File: src/hw/egmc_pkg.sv
// constants and carrier types for the echo group main control block
// assumes a single 50 MHz clock domain and a 32-bit axi4-lite register bus
`default_nettype none
package egmc_pkg;
    localparam int NGRP = 16;
    localparam int NCH  = 32;
    // register word indices; byte address is four times the index
    localparam logic [13:0] IDX_CTRL0 = 14'h0400;
    localparam logic [13:0] IDX_STAT  = 14'h0418;
    localparam logic [13:0] IDX_MASK  = 14'h0419;
    localparam logic [13:0] IDX_INFO  = 14'h041A;
    // control register fields
    localparam int B_GROUP_POWER_UP = 0;
    localparam int B_LAW  = 1;
    localparam int B_FMT  = 2;
    localparam int B_MTA  = 3;
    localparam int B_MTB  = 4;
    localparam logic [7:0] CTRL_RST   = 8'h00;
    localparam logic [7:0] CTRL0_WMSK = 8'hFF;
    localparam logic [7:0] CTRLN_WMSK = 8'h1F;
    localparam logic [31:0] STAT_RST  = 32'h0000_0000;
    localparam logic [31:0] MASK_RST  = 32'h0000_0000;
    // info register fields
    localparam int B_INFO_IRQ  = 7;
    localparam int B_INFO_BUSY = 16;
    // frame counts
    localparam logic [1:0] INIT_FRAMES = 2'h2;
    localparam int BYP_FRAMES = 2;
    localparam logic [1:0] RESP_OKAY   = 2'h0;
    localparam logic [1:0] RESP_SLVERR = 2'h2;

    typedef struct packed {
        logic [7:0] rin;
        logic [7:0] sin;
    } egmc_pcm_t;

    typedef struct packed {
        logic g711;
        logic a_law;
        logic power_up;
        logic init_busy;
    } egmc_mode_t;
endpackage : egmc_pkg
`default_nettype wire

File: src/hw/egmc_main_ctrl.sv
// per-group main control for sixteen echo canceller pairs
// assumes pcm and tone events come from logic on aclk; frame_pin is an outside pin
// Notes on behaviour
// - A set canceller-b mask bit keeps canceller b tone events off the interrupt.
// - A set canceller-a mask bit keeps canceller a tone events off the interrupt.
// - The mask only gates the interrupt; tone events are still recorded and reported.
// - The coding bit selects g.711 when set and sign-magnitude when clear, for both cancellers.
// - The law bit selects a-law when set and mu-law when clear, for both cancellers.
// - A set power-up bit makes the group operational; clear puts it in power-down.
// - In power-down, receive and send samples pass through unchanged two frames late.
// - A rising power-up bit issues a pulse that presets canceller registers and coefficients.
// - Initialization lasts two frames and a busy flag shows it so the host can wait.
// - Every tone detect or release sets its status bit and reports its 5-bit channel (lowest-numbered wins); it raises the interrupt only if enabled and unmasked.
`default_nettype none
module egmc_main_ctrl (
    // clock and reset
    input  wire logic                      aclk,
    input  wire logic                      aresetn,
    // axi4-lite slave
    input  wire logic [15:0]               awaddr,
    input  wire logic                      awvalid,
    output logic                           awready,
    input  wire logic [31:0]               wdata,
    input  wire logic [3:0]                wstrb,
    input  wire logic                      wvalid,
    output logic                           wready,
    output logic [1:0]                     bresp,
    output logic                           bvalid,
    input  wire logic                      bready,
    input  wire logic [15:0]               araddr,
    input  wire logic                      arvalid,
    output logic                           arready,
    output logic [31:0]                    rdata,
    output logic [1:0]                     rresp,
    output logic                           rvalid,
    input  wire logic                      rready,
    // frame sync pin
    input  wire logic                      frame_pin,
    // tone detector events, one-cycle pulses
    input  wire logic [egmc_pkg::NGRP-1:0] tone_evt_a,
    input  wire logic [egmc_pkg::NGRP-1:0] tone_evt_b,
    // pcm paths, channel 2g is canceller a, 2g+1 canceller b
    input  wire egmc_pkg::egmc_pcm_t       pcm_in [egmc_pkg::NCH],
    input  wire egmc_pkg::egmc_pcm_t       ec_out [egmc_pkg::NCH],
    output egmc_pkg::egmc_pcm_t            pcm_out [egmc_pkg::NCH],
    // per-group mode and init
    output egmc_pkg::egmc_mode_t           mode [egmc_pkg::NGRP],
    output logic [egmc_pkg::NGRP-1:0]      init_pulse,
    output logic                           irq
);
    logic [7:0]                ctrl_reg [egmc_pkg::NGRP];
    logic [31:0]               stat_reg;
    logic [31:0]               mask_reg;
    logic [4:0]                chan_reg;
    logic                      aw_full_reg;
    logic                      w_full_reg;
    logic [13:0]               aw_idx_reg;
    logic [31:0]               w_data_reg;
    logic [3:0]                w_strb_reg;
    logic                      do_wr;
    logic [31:0]               byte_msk;
    logic [31:0]               evt;
    logic [31:0]               gate;
    logic [31:0]               stat_next;
    logic [4:0]                chan_next;
    logic [egmc_pkg::NGRP-1:0] busy;
    logic [31:0]               rd_val;
    logic                      rd_hit;
    logic                      fs_s1_reg;
    logic                      fs_s2_reg;
    logic                      fs_s3_reg;
    logic                      frame_tick;
    egmc_pkg::egmc_pcm_t       dl1_reg [egmc_pkg::NCH];
    egmc_pkg::egmc_pcm_t       dl2_reg [egmc_pkg::NCH];

    // write channel capture, address and data in either order
    assign awready = !aw_full_reg;
    assign wready  = !w_full_reg;
    assign do_wr   = aw_full_reg && w_full_reg && !bvalid;
    assign bresp   = egmc_pkg::RESP_OKAY;

    always_ff @(posedge aclk) begin
        if (!aresetn) begin
            aw_full_reg <= 1'b0;
            w_full_reg  <= 1'b0;
            aw_idx_reg  <= 14'h0000;
            w_data_reg  <= 32'h0000_0000;
            w_strb_reg  <= 4'h0;
            bvalid      <= 1'b0;
        end else begin
            if (awvalid && awready) begin
                aw_full_reg <= 1'b1;
                aw_idx_reg  <= awaddr[15:2];
            end
            if (wvalid && wready) begin
                w_full_reg <= 1'b1;
                w_data_reg <= wdata;
                w_strb_reg <= wstrb;
            end
            if (do_wr) begin
                aw_full_reg <= 1'b0;
                w_full_reg  <= 1'b0;
                bvalid      <= 1'b1;
            end else if (bvalid && bready) begin
                bvalid <= 1'b0;
            end
        end
    end

    assign byte_msk = {{8{w_strb_reg[3]}}, {8{w_strb_reg[2]}},
                       {8{w_strb_reg[1]}}, {8{w_strb_reg[0]}}};

    // control registers, one per group
    always_ff @(posedge aclk) begin
        if (!aresetn) begin
            for (int g = 0; g < egmc_pkg::NGRP; g++) begin
                ctrl_reg[g] <= egmc_pkg::CTRL_RST;
            end
        end else if (do_wr && w_strb_reg[0]) begin
            for (int g = 0; g < egmc_pkg::NGRP; g++) begin
                if (aw_idx_reg == egmc_pkg::IDX_CTRL0 + 14'(g)) begin
                    ctrl_reg[g] <= w_data_reg[7:0] &
                        ((g == 0) ? egmc_pkg::CTRL0_WMSK : egmc_pkg::CTRLN_WMSK);
                end
            end
        end
    end

    // tone events; recorded whatever the group mask bits say
    always_comb begin
        for (int g = 0; g < egmc_pkg::NGRP; g++) begin
            evt[2*g]    = tone_evt_a[g];
            evt[2*g+1]  = tone_evt_b[g];
            gate[2*g]   = !ctrl_reg[g][egmc_pkg::B_MTA];
            gate[2*g+1] = !ctrl_reg[g][egmc_pkg::B_MTB];
        end
    end

    // sticky status, new events win over a write-one clear
    always_comb begin
        stat_next = stat_reg;
        if (do_wr && aw_idx_reg == egmc_pkg::IDX_STAT) begin
            stat_next = stat_reg & ~(w_data_reg & byte_msk);
        end
        stat_next = stat_next | evt;
    end

    // lowest-numbered channel with a change this cycle
    always_comb begin
        chan_next = chan_reg;
        for (int c = egmc_pkg::NCH - 1; c >= 0; c--) begin
            if (evt[c]) begin
                chan_next = 5'(c);
            end
        end
    end

    always_ff @(posedge aclk) begin
        if (!aresetn) begin
            stat_reg <= egmc_pkg::STAT_RST;
            chan_reg <= 5'h00;
        end else begin
            stat_reg <= stat_next;
            chan_reg <= chan_next;
        end
    end

    always_ff @(posedge aclk) begin
        if (!aresetn) begin
            mask_reg <= egmc_pkg::MASK_RST;
        end else if (do_wr && aw_idx_reg == egmc_pkg::IDX_MASK) begin
            mask_reg <= (mask_reg & ~byte_msk) | (w_data_reg & byte_msk);
        end
    end

    always_ff @(posedge aclk) begin
        if (!aresetn) begin
            irq <= 1'b0;
        end else begin
            irq <= |(stat_reg & mask_reg & gate);
        end
    end

    // frame pin synchroniser and rising edge
    always_ff @(posedge aclk) begin
        if (!aresetn) begin
            fs_s1_reg <= 1'b0;
            fs_s2_reg <= 1'b0;
            fs_s3_reg <= 1'b0;
        end else begin
            fs_s1_reg <= frame_pin;
            fs_s2_reg <= fs_s1_reg;
            fs_s3_reg <= fs_s2_reg;
        end
    end

    assign frame_tick = fs_s2_reg && !fs_s3_reg;

    // per-group power-up sequencing
    for (genvar g = 0; g < egmc_pkg::NGRP; g++) begin : gen_grp
        logic       group_power_up_d_reg;
        logic [1:0] init_cnt_reg;
        logic       group_power_up;

        assign group_power_up = ctrl_reg[g][egmc_pkg::B_GROUP_POWER_UP];

        always_ff @(posedge aclk) begin
            if (!aresetn) begin
                group_power_up_d_reg    <= 1'b0;
                init_cnt_reg  <= 2'h0;
                init_pulse[g] <= 1'b0;
            end else begin
                group_power_up_d_reg    <= group_power_up;
                init_pulse[g] <= group_power_up && !group_power_up_d_reg;
                if (group_power_up && !group_power_up_d_reg) begin
                    init_cnt_reg <= egmc_pkg::INIT_FRAMES;
                end else if (!group_power_up) begin
                    init_cnt_reg <= 2'h0;
                end else if (frame_tick && init_cnt_reg != 2'h0) begin
                    init_cnt_reg <= init_cnt_reg - 2'h1;
                end
            end
        end

        assign busy[g] = init_cnt_reg != 2'h0;

        always_ff @(posedge aclk) begin
            if (!aresetn) begin
                mode[g] <= '0;
            end else begin
                mode[g].g711      <= ctrl_reg[g][egmc_pkg::B_FMT];
                mode[g].a_law     <= ctrl_reg[g][egmc_pkg::B_LAW];
                mode[g].power_up  <= group_power_up;
                mode[g].init_busy <= busy[g] || (group_power_up && !group_power_up_d_reg);
            end
        end
    end

    // power-down bypass delay line, one stage per frame
    for (genvar c = 0; c < egmc_pkg::NCH; c++) begin : gen_ch
        always_ff @(posedge aclk) begin
            if (!aresetn) begin
                dl1_reg[c] <= '0;
                dl2_reg[c] <= '0;
                pcm_out[c] <= '0;
            end else begin
                if (frame_tick) begin
                    dl1_reg[c] <= pcm_in[c];
                    dl2_reg[c] <= dl1_reg[c];
                end
                pcm_out[c] <= ctrl_reg[c/2][egmc_pkg::B_GROUP_POWER_UP] ? ec_out[c] : dl2_reg[c];
            end
        end
    end

    // read path
    always_comb begin
        rd_val = 32'h0000_0000;
        rd_hit = 1'b1;
        if (araddr[15:2] == egmc_pkg::IDX_STAT) begin
            rd_val = stat_reg;
        end else if (araddr[15:2] == egmc_pkg::IDX_MASK) begin
            rd_val = mask_reg;
        end else if (araddr[15:2] == egmc_pkg::IDX_INFO) begin
            rd_val[4:0] = chan_reg;
            rd_val[egmc_pkg::B_INFO_IRQ] = irq;
            rd_val[egmc_pkg::B_INFO_BUSY +: egmc_pkg::NGRP] = busy;
        end else if (araddr[15:6] == egmc_pkg::IDX_CTRL0[13:4]) begin
            rd_val[7:0] = ctrl_reg[araddr[5:2]];
        end else begin
            rd_hit = 1'b0;
        end
    end

    assign arready = !rvalid;

    always_ff @(posedge aclk) begin
        if (!aresetn) begin
            rvalid <= 1'b0;
            rdata  <= 32'h0000_0000;
            rresp  <= egmc_pkg::RESP_OKAY;
        end else if (arvalid && arready) begin
            rvalid <= 1'b1;
            rdata  <= rd_val;
            rresp  <= rd_hit ? egmc_pkg::RESP_OKAY : egmc_pkg::RESP_SLVERR;
        end else if (rvalid && rready) begin
            rvalid <= 1'b0;
        end
    end
endmodule : egmc_main_ctrl
`default_nettype wire

File: config.mk
export PLATFORM = sky130hd
export DESIGN_NAME = egmc_main_ctrl
export DESIGN_NICKNAME = d
export VERILOG_FILES = /design/src/hw/egmc_pkg.sv /design/src/hw/egmc_main_ctrl.sv
export SDC_FILE = /design/constraint.sdc
export NUM_CORES = 2
export LEC_CHECK = 0
export ABC_AREA = 1
export BUFFER_PORTS_ARGS = -buffer_cell sky130_fd_sc_hd__buf_2
export CAP_MARGIN = 25
export CELL_PAD_IN_SITES_DETAIL_PLACEMENT = 1
export CELL_PAD_IN_SITES_GLOBAL_PLACEMENT = 2
export CORE_AREA = 2 2 697 699
export DETAILED_ROUTE_END_ITERATION = 16
export DIE_AREA = 0 0 699 701
export PLACE_DENSITY_LB_ADDON = 0.12
export SYNTH_ARGS = -nofsm -noshare
export SYNTH_HDL_FRONTEND = slang
export SYNTH_SLANG_ARGS = --single-unit
File: constraint.sdc
create_clock -name aclk -period 73 [get_ports aclk]
set_clock_uncertainty 0.2 [all_clocks]
set_input_delay 7.3 -clock aclk [delete_from_list [all_inputs] [get_ports aclk]]
set_output_delay 7.3 -clock aclk [all_outputs]
set_load 0.03 [all_outputs]
==> impl_metrics.json <==
{
  "path_delay_family": "buffers and inverters",
  "drt-wirelength-per-cell_um": 27.05,
  "via_count_of_the_first_global_routing_pass": 59789,
  "postCtsSetupBuffers": 0,
  "grt_max_degree": 166,
  "maximum_cell_stage_delay_along_the_critical_path_ps": 870,
  "cpMostUsedCell": "sky130_fd_sc_hd__buf_4",
  "detail_route.wirelength.met1_um": 167000,
  "timing.critical_path.required_ps": 73330,
  "route.antenna.remaining_nets": 0,
  "power.total_mw": 2.769,
  "final-setup-viol-count": 0,
  "ctsHtreeMaxLevel": 5,
  "drt-pass1-iter-count": 5,
  "grt.overflow.total": 0,
  "status": "completed",
  "netlist-cell-type-count": 39,
  "ioPinCount": 1766,
  "met2RoutedLength_um": 209700,
  "hold_path_class": "flop to flop",
  "critPathLaunchType": "input pin",
  "min_period_over_period": 0.1641,
  "power.density_nw_per_um2": 28.86,
  "synth_edf_count": 1107,
  "drive_above_1_share": 0.2494,
  "initial_antenna_violation_count": 491,
  "timing.critical_path.cells": "buf_8 > nand2_4 > buf_12 > buf_4 > buf_4 > buf_4 > buf_4",
  "clock_root_buffer_master": "sky130_fd_sc_hd__clkbuf_16",
  "synthDominantCellAreaShare": 0.4702,
  "die_area_um2": 490000,
  "ys_top_cells_by_area": "sky130_fd_sc_hd__edfxtp_1, sky130_fd_sc_hd__dfxtp_1, sky130_fd_sc_hd__nor2_1",
  "synth_seq_area_share": 0.6922,
  "fin_area_um2": 95930,
  "tightestPinTransition_ps": 1121,
  "dp_slack_ps": 59670,
  "maxSlewHeadroom": 0.2524,
  "core_area_um2": 481800,
  "postSynthAreaPerCell_um2": 9.917,
  "die_x_um": 699,
  "synth-async-reset-ratio": 0,
  "netlist.top_cell.by_area": "sky130_fd_sc_hd__edfxtp_1",
  "critPathCaptureType": "flop",
  "wirelength_um": 423700,
  "postCtsHoldBufs": 0,
  "final_common_cell": "sky130_fd_sc_hd__nor2_1",
  "numCtsBuffers": 268,
  "netlist_instances": 7129,
  "highest_layer": "met5",
  "clock_insertion_delay_worst_skew_ps": 910,
  "timing.critical_path.arrival_ps": 12310,
  "cts-resized-gates": 0,
  "start_util": 0.1468,
  "grt_first_pass_wirelength_um": 556700,
  "placedInstanceArea_um2": 86990,
  "timing_max_transition_violations_final": 0,
  "placement.io_buffers": 1758,
  "final-hold-violation-count": 0,
  "setup_tns_ps": 0,
  "vias": 57400,
  "grt_util_all_layers": 0.1666,
  "seq_cells_post_synth": 1891,
  "synthesis.area_um2": 70700,
  "crit_fanout": 150,
  "post_layout_net_count": 10058,
  "p_leak_nw": 42.73,
  "maximum_root_to_sink_buffer_count": 4,
  "instances_no_fill": 15662,
  "syn_to_final_growth_pct": 35.69,
  "vertical_die_dimension_um": 701,
  "wl_met3_um": 33300,
  "core.rowCount": 255,
  "critPathBufInv": 6,
  "fin_crit_ps": 11980,
  "post-route-drc-count": 0,
  "max_freq_ghz": 0.08350,
  "drt-initial-drc-count": 2981,
  "dp_hpwl_um": 331800,
  "placed_cells_incl_taps": 15063,
  "clk_pin_slew_ps": 50,
  "whs_ps": 230.1,
  "numClockSinks": 1891,
  "synthesis.yosys.warnings": 0,
  "mostFrequentLayoutCells": "sky130_fd_sc_hd__nor2_1, sky130_fd_sc_hd__buf_2, sky130_fd_sc_hd__inv_1",
  "place_congestion": 0.9430,
  "cts_tree": "done",
  "setup_slack_ps": 61020,
  "grt_setup_unrepaired": "no",
  "ir_worst_vdd_v": 0.00001718,
  "cpMaxStageDelayCell": "sky130_fd_sc_hd__buf_4",
  "synthFlopType": "sky130_fd_sc_hd__edfxtp_1",
  "critPathKind": "input pin to flop",
  "finalCoreUtilization": 0.1991,
  "via_per_inst": 3.665,
  "max_cap_viol_count": 0
}
==> worst paths after layout <==
check,start,end,slack (ps),cells past startpoint
setup / recovery,aresetn,dl1_reg[0][102],61020,7
hold / removal,fs_s2_reg,fs_s3_reg,230,2
setup reg to reg,fs_s2_reg,dl1_reg[0][102],66900,9
hold reg to reg,fs_s2_reg,fs_s3_reg,230,2
==> where the power goes <==
group	switching, mW	internal, mW
Clock	0.545	0.767
Sequential	0.0241	1.19
Combinational	0.183	0.0609
==> synth_stat cells, types with 2 or more instances <==
cell type,count
sky130_fd_sc_hd__o22ai_1,39
sky130_fd_sc_hd__inv_1,1306
sky130_fd_sc_hd__ha_1,16
sky130_fd_sc_hd__clkinv_1,5
sky130_fd_sc_hd__edfxtp_1,1107
sky130_fd_sc_hd__dfxtp_1,784
sky130_fd_sc_hd__o21ai_0,653
sky130_fd_sc_hd__buf_2,28
sky130_fd_sc_hd__nand3_1,49
sky130_fd_sc_hd__o21a_1,17
sky130_fd_sc_hd__buf_1,5
sky130_fd_sc_hd__inv_2,2
sky130_fd_sc_hd__a31oi_1,4
sky130_fd_sc_hd__nor2_1,2301
sky130_fd_sc_hd__a21oi_1,100
sky130_fd_sc_hd__nand4_1,18
sky130_fd_sc_hd__nor3_1,31
sky130_fd_sc_hd__nor4_1,10
sky130_fd_sc_hd__o221a_2,15
sky130_fd_sc_hd__clkbuf_1,300
sky130_fd_sc_hd__buf_4,22
sky130_fd_sc_hd__o31ai_1,14
sky130_fd_sc_hd__o221ai_1,13
sky130_fd_sc_hd__a211oi_1,28
sky130_fd_sc_hd__nand2_1,210
sky130_fd_sc_hd__o211ai_1,39
==> cells by family after synthesis <==
group / after synthesis / synth area share
flops: 1891 / 0.6922
compound gates: 926 / 0.07203
other cells: 1 / 0.00005304
simple gates: 2626 / 0.1425
fa+ha+maj: 16 / 0.002831
buf+inv: 1669 / 0.09038
==> layout make-up <==
cell class                      instances  area, um^2
Sequential cell                      1891       48940
Fill cell                           56052      385800
Tap cell                             6425        8039
Timing Repair Buffer                 1865        9733
Inverter                             1313        4930
Clock inverter                         89       844.6
Antenna cell                          106       265.3
Multi-Input combinational cell       3571       15400
Clock buffer                          402        7782
==> worst min-delay path, cell delays in order, from the launching register on <==
cell                      delay, ps
sky130_fd_sc_hd__dfxtp_1        310
sky130_fd_sc_hd__nand2_1         50
sky130_fd_sc_hd__inv_1           30
==> per-layer routing <==
layer	up-vias	GRT usage
met1	27887	0.1922
met4	206	0.03555
met3	1048	0.05552
met5	-	0
met2	2064	0.2974
li1	26195	-
No activity file was read; power rests on OpenSTA's default activity.
